[config.mk]
export PLATFORM = sky130hd
export DESIGN_NAME = flash_host_ctrl
export DESIGN_NICKNAME = d
export VERILOG_FILES = /design/src/design/flash_host_pkg.sv /design/src/design/flash_bus_cycle.sv /design/src/design/flash_host_ctrl.sv
export SDC_FILE = /design/constraint.sdc
export NUM_CORES = 1
export LEC_CHECK = 0
export BUFFER_PORTS_ARGS = -buffer_cell sky130_fd_sc_hd__buf_2
export CAP_MARGIN = 20
export CORE_UTILIZATION = 30
export CTS_BUF_LIST = sky130_fd_sc_hd__clkbuf_8 sky130_fd_sc_hd__clkbuf_16
export CTS_CLUSTER_SIZE = 8
export DETAILED_ROUTE_END_ITERATION = 12
export SYNTH_ARGS = -nofsm -noshare
export SYNTH_HDL_FRONTEND = slang
export SYNTH_SLANG_ARGS = --single-unit
export TNS_END_PERCENT = 100
[constraint.sdc]
create_clock -name ref_clk_in -period 3.95 [get_ports ref_clk_in]
set_input_delay 0.395 -clock ref_clk_in [delete_from_list [all_inputs] [get_ports ref_clk_in]]
set_output_delay 0.395 -clock ref_clk_in [all_outputs]
set_load 0.05 [all_outputs]
[src/design/flash_host_pkg.sv]
// Purpose: shared constants and types for the flash command host
// Assumes: 100 MHz ref clock, word-wide (16 bit) parallel flash bus
// Notes: command codes occupy the low byte of the data bus
package flash_host_pkg;
  localparam int ADDR_W = 23;
  localparam int DATA_W = 16;
  localparam int CLK_MHZ = 100;
  localparam int COLLECT_US = 80;
  localparam int SUSPEND_US = 20;
  // longest suspend latency in whole reference clock cycles
  localparam int SUSPEND_CYC = SUSPEND_US * CLK_MHZ;
  localparam int TMR_W = 16;
  localparam int TICK_DIV = 4;
  localparam int STROBE_TICKS = 2;
  localparam int SEQ_MAX = 6;
  localparam int SEQ_W = 3;
  localparam logic [SEQ_W-1:0] LEN_ONE = 3'h1;
  localparam logic [SEQ_W-1:0] LEN_TWO = 3'h2;
  localparam logic [SEQ_W-1:0] LEN_THREE = 3'h3;
  localparam logic [SEQ_W-1:0] LEN_ERASE = 3'h6;
  localparam logic [7:0] CODE_UNLOCK1 = 8'haa;
  localparam logic [7:0] CODE_UNLOCK2 = 8'h55;
  localparam logic [7:0] CODE_ERASE_SETUP = 8'h80;
  localparam logic [7:0] CODE_SECTOR_ERASE = 8'h30;
  localparam logic [7:0] CODE_RESUME = 8'h30;
  localparam logic [7:0] CODE_SUSPEND = 8'hb0;
  localparam logic [7:0] CODE_BYP_ENTER = 8'h20;
  localparam logic [7:0] CODE_BYP_PROG = 8'ha0;
  localparam logic [7:0] CODE_BYP_EXIT1 = 8'h90;
  localparam logic [7:0] CODE_BYP_EXIT2 = 8'h00;
  localparam logic [7:0] CODE_RESET = 8'hf0;
  localparam logic [ADDR_W-1:0] UNLOCK1_WORD = 23'h000555;
  localparam logic [ADDR_W-1:0] UNLOCK2_WORD = 23'h0002aa;
  localparam logic [ADDR_W-1:0] UNLOCK1_BYTE = 23'h000aaa;
  localparam logic [ADDR_W-1:0] UNLOCK2_BYTE = 23'h000555;
  localparam logic [ADDR_W-1:0] ADDR_DONT_CARE = 23'h000000;
  localparam int POLL_BIT = 7;
  localparam int TOGGLE_BIT = 6;
  localparam int ERASE_TOGGLE_BIT = 2;

  typedef enum logic [2:0] {
    CMD_READ, CMD_SECTOR_ERASE, CMD_SUSPEND, CMD_RESUME,
    CMD_BYP_ENTER, CMD_BYP_PROG, CMD_BYP_RESET, CMD_RESET
  } cmd_t;

  typedef enum logic [2:0] {
    MODE_READ, MODE_COLLECT, MODE_ERASE, MODE_SUSP_WAIT, MODE_SUSP, MODE_BYPASS
  } mode_t;

  typedef struct packed {
    cmd_t cmd;
    logic [ADDR_W-1:0] addr;
    logic [DATA_W-1:0] data;
  } req_t;

  typedef struct packed {
    logic refused;
    logic [DATA_W-1:0] data;
    logic polling_status_bit;
    logic toggle_status_bit;
    logic erase_toggle_bit;
  } resp_t;

  typedef struct packed {
    logic wr;
    logic [ADDR_W-1:0] addr;
    logic [DATA_W-1:0] data;
  } bus_cyc_t;
endpackage : flash_host_pkg

[src/design/flash_bus_cycle.sv]
// Purpose: one asynchronous flash bus cycle (write or read) per start pulse
// Assumes: the flash samples address on WE fall and data on WE rise
// Notes: phases advance on a divided tick so write strobes are STROBE_TICKS ticks of TICK_DIV clocks wide, read strobes at least that
module flash_bus_cycle
  import flash_host_pkg::*;
(
  input wire logic ref_clk_in,
  input wire logic rstn_in,
  input wire logic start_in,
  input bus_cyc_t cyc_in,
  input wire logic [DATA_W-1:0] dq_in,
  output logic done_out,
  output logic [DATA_W-1:0] rdata_out,
  output logic [ADDR_W-1:0] addr_out,
  output logic [DATA_W-1:0] dq_out,
  output logic dq_oe_out,
  output logic ce_n_out,
  output logic we_n_out,
  output logic oe_n_out
);
  typedef enum logic [1:0] {PH_IDLE, PH_SETUP, PH_STROBE, PH_HOLD} phase_t;

  phase_t ph_q, ph_d;
  logic [1:0] div_q, div_d, cnt_q, cnt_d;
  bus_cyc_t cyc_q, cyc_d;
  logic [DATA_W-1:0] rdata_q, rdata_d, s1_q, s2_q, s3_q;
  logic done_q, done_d, ce_n_q, ce_n_d, we_n_q, we_n_d, oe_n_q, oe_n_d, oe_q, oe_d;
  logic tick;

  // phase sequencing; a read waits until the synchronised bus has settled
  always_comb begin
    div_d = (div_q == 2'(TICK_DIV - 1)) ? 2'h0 : div_q + 2'h1;
    tick = (div_q == 2'(TICK_DIV - 1));
    ph_d = ph_q;
    cnt_d = cnt_q;
    cyc_d = cyc_q;
    rdata_d = rdata_q;
    done_d = 1'b0;
    case (ph_q)
      PH_IDLE: begin
        if (start_in) begin
          ph_d = PH_SETUP;
          cyc_d = cyc_in;
        end
      end
      PH_SETUP: begin
        if (tick) begin
          ph_d = PH_STROBE;
          cnt_d = 2'h0;
        end
      end
      PH_STROBE: begin
        if (tick) begin
          if (cnt_q != 2'(STROBE_TICKS - 1)) begin
            cnt_d = cnt_q + 2'h1;
          end else if (cyc_q.wr || (s2_q == s3_q)) begin
            ph_d = PH_HOLD;
            if (!cyc_q.wr) begin
              rdata_d = s3_q;
            end
          end
        end
      end
      PH_HOLD: begin
        if (tick) begin
          ph_d = PH_IDLE;
          done_d = 1'b1;
        end
      end
      default: ph_d = PH_IDLE;
    endcase
    // pins are registered from the next phase so they never glitch
    ce_n_d = (ph_d == PH_IDLE);
    we_n_d = !((ph_d == PH_STROBE) && cyc_d.wr);
    oe_n_d = !((ph_d == PH_STROBE) && !cyc_d.wr);
    oe_d = (ph_d != PH_IDLE) && cyc_d.wr;
  end

  always_ff @(posedge ref_clk_in or negedge rstn_in) begin
    if (!rstn_in) begin
      ph_q <= PH_IDLE;
      div_q <= 2'h0;
      cnt_q <= 2'h0;
      cyc_q <= '0;
      rdata_q <= '0;
      done_q <= 1'b0;
      ce_n_q <= 1'b1;
      we_n_q <= 1'b1;
      oe_n_q <= 1'b1;
      oe_q <= 1'b0;
      s1_q <= '0;
      s2_q <= '0;
      s3_q <= '0;
    end else begin
      ph_q <= ph_d;
      div_q <= div_d;
      cnt_q <= cnt_d;
      cyc_q <= cyc_d;
      rdata_q <= rdata_d;
      done_q <= done_d;
      ce_n_q <= ce_n_d;
      we_n_q <= we_n_d;
      oe_n_q <= oe_n_d;
      oe_q <= oe_d;
      s1_q <= dq_in; // pin data crosses in here
      s2_q <= s1_q;
      s3_q <= s2_q;
    end
  end

  assign done_out = done_q;
  assign rdata_out = rdata_q;
  assign addr_out = cyc_q.addr;
  assign dq_out = cyc_q.data;
  assign dq_oe_out = oe_q;
  assign ce_n_out = ce_n_q;
  assign we_n_out = we_n_q;
  assign oe_n_out = oe_n_q;
endmodule : flash_bus_cycle

[src/design/flash_host_ctrl.sv]
// Purpose: host-side command sequencer for a banked NOR flash with erase suspend
// Assumes: one request at a time; reads may be issued in any mode
// Notes: host tracks the bank mode itself and refuses illegal commands
// Contract
// suspend B0 only during erase or collection
// no suspend during chip erase, program
// suspended state reached within 20 us
// suspend during collection suspends at once
// suspend address bits besides bank ignored
// suspended bank reads, programs unchosen sectors; host refuses programs while suspended
// suspended sector reads return status byte
// polling bit shows erasing versus suspended
// suspended program completes back to suspend; host issues no program while suspended
// autoselect allowed while erase suspended; host has no autoselect command
// autoselect exit returns to suspended state
// resume is one cycle at bank address
// resume code 30 only while suspended
// after resume, resume refused, suspend allowed
// bypass program: A0, then target and payload
// bypass exit: 90 at bank, 00
// sector erase six cycles AA 55 80 AA 55 30
// suspend is one B0 write to bank
// bypass mode takes only bypass program, reset
// collection ends on other commands, reads array; host refuses those, collection ends only on timer or suspend
// polling bit zero erasing, one when done
// F0 reset returns bank to read state
// byte mode unlocks use AAA and 555
module flash_host_ctrl
  import flash_host_pkg::*;
#(
  parameter int COLLECT_CYC = COLLECT_US * CLK_MHZ
) (
  input wire logic ref_clk_in,
  input wire logic rstn_in,
  input wire logic byte_mode_in,
  input wire logic req_valid_in,
  input req_t req_in,
  output logic req_ready_out,
  output logic resp_valid_out,
  output resp_t resp_out,
  output mode_t mode_out,
  output logic [ADDR_W-1:0] flash_addr_out,
  output logic [DATA_W-1:0] flash_dq_out,
  output logic flash_dq_oe_out,
  input wire logic [DATA_W-1:0] flash_dq_in,
  output logic flash_ce_n_out,
  output logic flash_we_n_out,
  output logic flash_oe_n_out,
  output logic flash_byte_n_out
);
  typedef enum logic [1:0] {ST_IDLE, ST_RUN, ST_RESP} ctl_t;

  ctl_t st_q, st_d;
  mode_t mode_q, mode_d;
  cmd_t cmd_q, cmd_d;
  bus_cyc_t seq_q [SEQ_MAX];
  bus_cyc_t seq_d [SEQ_MAX];
  bus_cyc_t seq_n [SEQ_MAX];
  logic [SEQ_W-1:0] len_q, len_d, len_n, idx_q, idx_d;
  logic [TMR_W-1:0] tmr_q, tmr_d;
  logic [ADDR_W-1:0] erase_addr_q, erase_addr_d, u1, u2;
  resp_t resp_q, resp_d;
  logic go_q, go_d, byte_n_q, legal, accept, bus_done, fin;
  logic [DATA_W-1:0] bus_rdata;

  function automatic bus_cyc_t wcyc(input logic [ADDR_W-1:0] a, input logic [7:0] c);
    wcyc = '{wr: 1'b1, addr: a, data: {{(DATA_W - 8){1'b0}}, c}};
  endfunction : wcyc

  assign accept = (st_q == ST_IDLE) && req_valid_in;
  assign fin = (st_q == ST_RUN) && bus_done && (idx_q == len_q - LEN_ONE);

  // legality against the tracked mode, and the write cycles to issue
  always_comb begin
    // byte mode unlocks
    u1 = byte_mode_in ? UNLOCK1_BYTE : UNLOCK1_WORD;
    u2 = byte_mode_in ? UNLOCK2_BYTE : UNLOCK2_WORD;
    seq_n = '{default: '0};
    len_n = LEN_ONE;
    legal = 1'b0;
    case (req_in.cmd)
      CMD_READ: begin
        // status reads need no command
        legal = 1'b1;
        seq_n[0] = '{wr: 1'b0, addr: req_in.addr, data: '0};
      end
      CMD_SECTOR_ERASE: begin
        // full six-cycle sequence
        if (mode_q == MODE_READ) begin
          legal = 1'b1;
          len_n = LEN_ERASE;
          seq_n[0] = wcyc(u1, CODE_UNLOCK1);
          seq_n[1] = wcyc(u2, CODE_UNLOCK2);
          seq_n[2] = wcyc(u1, CODE_ERASE_SETUP);
          seq_n[3] = wcyc(u1, CODE_UNLOCK1);
          seq_n[4] = wcyc(u2, CODE_UNLOCK2);
          seq_n[5] = wcyc(req_in.addr, CODE_SECTOR_ERASE);
        end else if (mode_q == MODE_COLLECT) begin
          legal = 1'b1; // another sector while collecting
          seq_n[0] = wcyc(req_in.addr, CODE_SECTOR_ERASE);
        end
      end
      CMD_SUSPEND: begin
        // only while a sector erase runs
        legal = (mode_q == MODE_COLLECT) || (mode_q == MODE_ERASE);
        seq_n[0] = wcyc(req_in.addr, CODE_SUSPEND);
      end
      CMD_RESUME: begin
        // only while suspended
        legal = (mode_q == MODE_SUSP);
        seq_n[0] = wcyc(req_in.addr, CODE_RESUME);
      end
      CMD_BYP_ENTER: begin
        legal = (mode_q == MODE_READ);
        len_n = LEN_THREE;
        seq_n[0] = wcyc(u1, CODE_UNLOCK1);
        seq_n[1] = wcyc(u2, CODE_UNLOCK2);
        seq_n[2] = wcyc(u1, CODE_BYP_ENTER);
      end
      CMD_BYP_PROG: begin
        // two-cycle program
        legal = (mode_q == MODE_BYPASS);
        len_n = LEN_TWO;
        seq_n[0] = wcyc(ADDR_DONT_CARE, CODE_BYP_PROG);
        seq_n[1] = '{wr: 1'b1, addr: req_in.addr, data: req_in.data};
      end
      CMD_BYP_RESET: begin
        // two-cycle exit
        legal = (mode_q == MODE_BYPASS);
        len_n = LEN_TWO;
        seq_n[0] = wcyc(req_in.addr, CODE_BYP_EXIT1);
        seq_n[1] = wcyc(ADDR_DONT_CARE, CODE_BYP_EXIT2);
      end
      CMD_RESET: begin
        // reset only where it cannot abort an erase
        legal = (mode_q == MODE_READ) || (mode_q == MODE_SUSP);
        seq_n[0] = wcyc(ADDR_DONT_CARE, CODE_RESET);
      end
      default: legal = 1'b0;
    endcase
  end

  // control flow, mode tracking and timers
  always_comb begin
    st_d = st_q;
    mode_d = mode_q;
    cmd_d = cmd_q;
    seq_d = seq_q;
    len_d = len_q;
    idx_d = idx_q;
    tmr_d = tmr_q;
    erase_addr_d = erase_addr_q;
    resp_d = resp_q;
    go_d = 1'b0;
    // collection window closes into erase
    if (mode_q == MODE_COLLECT || mode_q == MODE_SUSP_WAIT) begin
      if (tmr_q != '0) begin
        tmr_d = tmr_q - 1'b1;
      end else begin
        // bounded wait before treating bank as suspended
        mode_d = (mode_q == MODE_COLLECT) ? MODE_ERASE : MODE_SUSP;
      end
    end
    case (st_q)
      ST_IDLE: begin
        if (accept) begin
          cmd_d = req_in.cmd;
          resp_d = '0;
          if (legal) begin
            st_d = ST_RUN;
            seq_d = seq_n;
            len_d = len_n;
            idx_d = '0;
            go_d = 1'b1;
          end else begin
            st_d = ST_RESP;
            resp_d.refused = 1'b1;
          end
        end
      end
      ST_RUN: begin
        if (bus_done && !fin) begin
          idx_d = idx_q + LEN_ONE;
          go_d = 1'b1;
        end
        if (fin) begin
          st_d = ST_RESP;
          resp_d.data = bus_rdata;
          resp_d.polling_status_bit = bus_rdata[POLL_BIT];
          resp_d.toggle_status_bit = bus_rdata[TOGGLE_BIT];
          resp_d.erase_toggle_bit = bus_rdata[ERASE_TOGGLE_BIT];
          case (cmd_q)
            CMD_SECTOR_ERASE: begin
              mode_d = MODE_COLLECT;
              tmr_d = TMR_W'(COLLECT_CYC);
              erase_addr_d = seq_q[len_q - LEN_ONE].addr;
            end
            CMD_SUSPEND: begin
              // collection window ends at once
              if (mode_q == MODE_COLLECT) begin
                mode_d = MODE_SUSP;
              end else begin
                mode_d = MODE_SUSP_WAIT;
                tmr_d = TMR_W'(SUSPEND_CYC);
              end
            end
            CMD_RESUME: mode_d = MODE_ERASE;
            CMD_BYP_ENTER: mode_d = MODE_BYPASS;
            CMD_BYP_RESET: mode_d = MODE_READ;
            CMD_READ: begin
              // polling bit one ends erasing or the suspend wait
              if (seq_q[0].addr == erase_addr_q && bus_rdata[POLL_BIT]) begin
                if (mode_q == MODE_ERASE) begin
                  mode_d = MODE_READ;
                end else if (mode_q == MODE_SUSP_WAIT) begin
                  mode_d = MODE_SUSP;
                end
              end
            end
            default: mode_d = mode_d;
          endcase
        end
      end
      ST_RESP: st_d = ST_IDLE;
      default: st_d = ST_IDLE;
    endcase
  end

  always_ff @(posedge ref_clk_in or negedge rstn_in) begin
    if (!rstn_in) begin
      st_q <= ST_IDLE;
      mode_q <= MODE_READ;
      cmd_q <= CMD_READ;
      seq_q <= '{default: '0};
      len_q <= LEN_ONE;
      idx_q <= '0;
      tmr_q <= '0;
      erase_addr_q <= '0;
      resp_q <= '0;
      go_q <= 1'b0;
      byte_n_q <= 1'b1;
    end else begin
      st_q <= st_d;
      mode_q <= mode_d;
      cmd_q <= cmd_d;
      seq_q <= seq_d;
      len_q <= len_d;
      idx_q <= idx_d;
      tmr_q <= tmr_d;
      erase_addr_q <= erase_addr_d;
      resp_q <= resp_d;
      go_q <= go_d;
      byte_n_q <= !byte_mode_in;
    end
  end

  flash_bus_cycle u_bus (
    .ref_clk_in(ref_clk_in),
    .rstn_in(rstn_in),
    .start_in(go_q),
    .cyc_in(seq_q[idx_q]),
    .dq_in(flash_dq_in),
    .done_out(bus_done),
    .rdata_out(bus_rdata),
    .addr_out(flash_addr_out),
    .dq_out(flash_dq_out),
    .dq_oe_out(flash_dq_oe_out),
    .ce_n_out(flash_ce_n_out),
    .we_n_out(flash_we_n_out),
    .oe_n_out(flash_oe_n_out)
  );

  assign req_ready_out = (st_q == ST_IDLE);
  assign resp_valid_out = (st_q == ST_RESP);
  assign resp_out = resp_q;
  assign mode_out = mode_q;
  assign flash_byte_n_out = byte_n_q;

  // helper: cycles spent waiting for the suspend to settle
  logic [TMR_W-1:0] wait_cnt_q;
  always_ff @(posedge ref_clk_in or negedge rstn_in) begin
    if (!rstn_in) begin
      wait_cnt_q <= '0;
    end else begin
      wait_cnt_q <= (mode_q == MODE_SUSP_WAIT) ? wait_cnt_q + 1'b1 : '0;
    end
  end
endmodule : flash_host_ctrl

==> summary by stage <==
Clocking
The clock latency on the worst-skew pair is 0.57 ns. CTS built an H-tree with a depth of 2. The clock passes through at most 3 buffers. The clock transition at the register clock pins on the worst setup and hold paths after CTS is 0.05 ns. The CTS tree is yes. The clock root buffer is sky130_fd_sc_hd__clkbuf_16. The total number of clock tree sinks is 287. Buffers added to address setup during post-CTS repair amount to 0. The TritonCTS buffer count is 42.

GRT
The total overflow left after global routing is 0. The combined global-route utilization of all metal layers is 15.9%. The first global-routing pass estimated 55900 um of wire. The largest net degree at the start of global routing is 108.

The initial antenna violation count came to 2. The number of global-route vias before repair was 9751.

Pwr
Power spread over the standard cell area amounts to 596 nW/um2. Of the total power, the clock network draws 34.7%. Combinational logic burns 24.4% of the power.

The switching part of the total is 32.8%. In this run the power spent charging and discharging nets is 3.08 mW. The maximum vdd ir drop is 340 uV.

The static leakage power is 7.35 nW. The completed layout was analyzed and its total power is 9.41 mW. The cell-internal power is 6.33 mW. Sequential cells account for 40.9% of the total power.

Place
The HPWL after detailed placement is 22700 um. The setup slack after placement is 1.12 ns. The post-placement cell count is 1861. Input and output buffers added on the ports amount to 130. At the end of routability-driven placement, the weighted congestion stood at 0.814.

Synthesis
The xor and xnor fraction of the mapped netlist area is 3.95%. The synthesized netlist devotes 11.0% of its cell area to simple gates. After synthesis, the share of flip-flops with an asynchronous set or reset is 100%. Summing the sequential cell areas from Yosys gives 53.5% of the chip area. The synthesized-area fraction occupied by ao, oa, aoi and oai cells is 13.6%. After synthesis the netlist holds a flip-flop and latch count of 287. The most used flip-flop cell after synthesis is sky130_fd_sc_hd__dfrtp_1. The gate count after technology mapping is 1236. The number of different library cells in the post-synthesis netlist is 64. In this run, synthesis inferred 0 flip-flops with an integrated enable. The synthesized netlist devotes 0.559% of its cell area to adder and majority cells.

The cell area that synthesis handed to floorplanning was 13400 um2. Yosys printed 0 warnings. The synthesized area per cell is 10.9 um2. The dominant combinational cell family by area after synthesis is compound AO/OA/AOI/OAI gates. The mux contribution to synthesized area is 10.5%. The post-synth net total is 1304.

Flow run
The max-capacitance violation count is 0.

Floorplan
The area enclosed by the die boundary is 45600 um2. The initial utilization of the core area, before any placement, comes to 30.4%. The count of standard-cell rows is 77. The die is 214 um wide. From bottom edge to top edge, the die measures 214 um. The core footprint is 44200 um2. Pin placement for this block handled 131 I/O pins.

Setup path
Data on the critical path arrives at its endpoint at 3.14 ns. The stage delay of the slowest cell on the critical path is 0.64 ns. By startpoint and endpoint, the worst setup path is classified as reg -> reg.

STA classifies the critical path startpoint as a flip-flop. Along the worst path, the maximum fanout reaches 13. Walking the worst path, the cells encountered are inv_1 > ha_1 > xor3_1 > nor4_4 > inv_2 > nor3_2 > o21ai_1. The critical path data required time is 4.36 ns. The endpoint kind of the worst setup timing path is a flip-flop.

The critical-path cell with the highest stage delay is sky130_fd_sc_hd__nor3_2. The depth of the worst register-to-register path is 7.

Drt
The post-route antenna net violation count is 0. The overall via count from detail_route is 9639. The number of vias per cell after detailed routing is 4.96.

For this block, the initial DRC count from the detailed router was 809. The first-pass detailed-route iteration total is 5. The routed wire length is 35200 um. The wire length per cell is 18.1 um. For this run, design rule violations remaining after detail routing come to 0.

Layout
The net count of the finished layout is 1399. Compared with the post-synthesis result, the final layout area differs by 17.6%. The most common cell after layout, fill and taps aside is sky130_fd_sc_hd__dfrtp_1.

The number of standard cells in the final layout excluding fillers is 1945. In the layout the commonest cells are sky130_fd_sc_hd__dfrtp_1, sky130_fd_sc_hd__nand2_1, sky130_fd_sc_hd__buf_2, sky130_fd_sc_hd__inv_1, sky130_fd_sc_hd__mux2i_1. Of the cells placed in the final design, the portion with a size suffix greater than 1 is 20.2%.

Hold path
In this run the worst hold path is classified as in -> reg. The worst hold path was traced through 2 stages.

STA
The count of endpoints failing hold in the final timing report is 0. Clock skew on the completed layout was measured at 0.0140 ns. The minimum clock period after layout is 2.73 ns. Setup violations remaining at the end of the flow were counted as 0. The max-slew violation total from the final report is 0.

Setup slack closes at 1.22 ns. The upper clock frequency limit is 0.366 GHz. Setup repair after global routing left no endpoint under its margin. At the pin with the least slew margin, the transition time is 0.918 ns. The final setup TNS is 0 ns.

The worst slew margin relative to its limit is 38.0%. In the finished design, the share of the clock period the worst path needs comes to 69.1%.

Status
The flow ran to the end, and the final reports show no timing, DRC or antenna violations.
-- flip-flops by register name (all words and copies together) (netlist names), 2 cells and up --
register         flops
cmd_q                3
erase_addr_q        23
idx_q                3
len_q                3
mode_out             3
resp_out            17
seq_q              100
st_q                 2
tmr_q               16
u_bus.addr_out      23
u_bus.cnt_q          2
u_bus.div_q          2
u_bus.dq_out        16
u_bus.ph_q           2
u_bus.rdata_out     16
u_bus.s1_q          16
u_bus.s2_q          16
u_bus.s3_q          16
-- power by group through the flow --
stage | registers, mW | clock network [mW] | logic, mW
6_report | 3.85 | 3.26 | 2.30
5_1_grt | 3.91 | 3.50 | 2.53
3_3_place_gp | 3.86 | 0 | 2.25
3_5_place_dp | 3.88 | 0 | 2.30
4_1_cts | 3.84 | 3.36 | 2.32
2_1_floorplan | 3.70 | 0 | 1.76
-- kinds of logic (layout without fill, tap and decap cells) --
family,after synthesis,count (layout)
muxes,119,119
and+or+nand+nor,311,311
adders and majority gates,6,6
DFF,287,287
buffers and inverters,185,301
xor gates and xnor gates,58,58
other,0,1
AOI/OAI and AO/OA,270,270
-- path summary, 6_finish.rpt --
path	from	endpoint	slack, ns
hold / removal	byte_mode_in	flash_byte_n_out$_DFF_PN1_	0.05
max in group asynchronous	rstn_in	u_bus.oe_n_out$_DFF_PN1_	2.48
setup reg to reg	len_q[0]$_DFFE_PN1P_	tmr_q[11]$_DFF_PN0_	1.22
min in group asynchronous	rstn_in	u_bus.dq_out[6]$_DFFE_PN0P_	0.50
setup / recovery	len_q[0]$_DFFE_PN1P_	tmr_q[11]$_DFF_PN0_	1.22
hold reg to reg	u_bus.s1_q[2]$_DFF_PN0_	u_bus.s2_q[2]$_DFF_PN0_	0.34
-- critical path, delay by kind of cell, from the launching register on --
| family | cells | cell delay [ns] |
|---|---|---|
| compound gates | 1 | 0.14 |
| flops | 1 | 0.52 |
| buf+inv | 2 | 0.21 |
| simple gates | 2 | 1.03 |
| fa+ha+maj | 1 | 0.24 |
| xor+xnor | 1 | 0.42 |
-- cells in the mapped netlist (all sizes together), types with 2 or more instances --
library cell	number	area [um2]
a21oi	57	285
nand3b	4	30.0
a31oi	13	81.3
ha	6	75.1
o22ai	15	93.8
nand4	11	68.8
inv	66	248
nor4	13	96.3
a22o	52	455
and3	4	25.0
mux2	40	450
and2	3	18.8
mux2i	66	661
nand2	148	556
dfrtp	282	7060
nor2	47	176
nand3	22	110
xor2	40	358
nor2b	11	68.8
a2bb2oi	2	17.5
o21a	16	120
a22oi	25	188
clkbuf	37	139
xnor2	17	149
a21o	6	45.0
nor4b	2	32.5
o2bb2ai	16	140
nand2b	12	75.1
buf	82	537
mux4	13	293
or2	4	25.0
nand4b	2	17.5
o21ai	51	259
or3b	2	17.5
dfstp	5	131
nor3	16	85.1
nor3b	3	22.5
o31ai	6	45.0
o211ai	3	27.5
or3	4	25.0
a211oi	2	15.0
-- metal layers --
metal | up-vias | GRT usage [%] | wire [um]
met5 | - | 0 | 0
met4 | 0 | 5.74 | 884
met3 | 54 | 3.51 | 2230
met2 | 324 | 25.0 | 16500
met1 | 4790 | 21.6 | 15600
li1 | 4471 | - | -
-- what timing repair did --
item / 4_1_cts / 5_1_grt
hold endpoints to repair: 118 / 0
gates resized for setup: 0 / 0
hold buffers: 17 / 0
endpoints found under the setup margin: 0 / 0
-- per-stage QoR --
step                      utilization [%]  cell area [um2]  hold slack [ns]
after floorplan                         -            13400           0.0994
after global placement               32.6            14400            0.333
after detailed placement             32.6            14400            0.335
after CTS                            35.7            15800           0.0121
after global routing                 35.7            15800           0.0274
final                                35.7            15800           0.0460
-- final cells by class --
cell class | count | area [um2]
clock inverters | 22 | 131
flip-flops and latches | 287 | 7190
diodes | 1 | 2.50
clock buffers | 43 | 1060
well taps | 592 | 741
fillers | 4347 | 28400
inverters | 66 | 248
repair buffers | 170 | 1070
multi-input cells | 764 | 5340
Note: power is estimated with default switching activity, not from simulation.
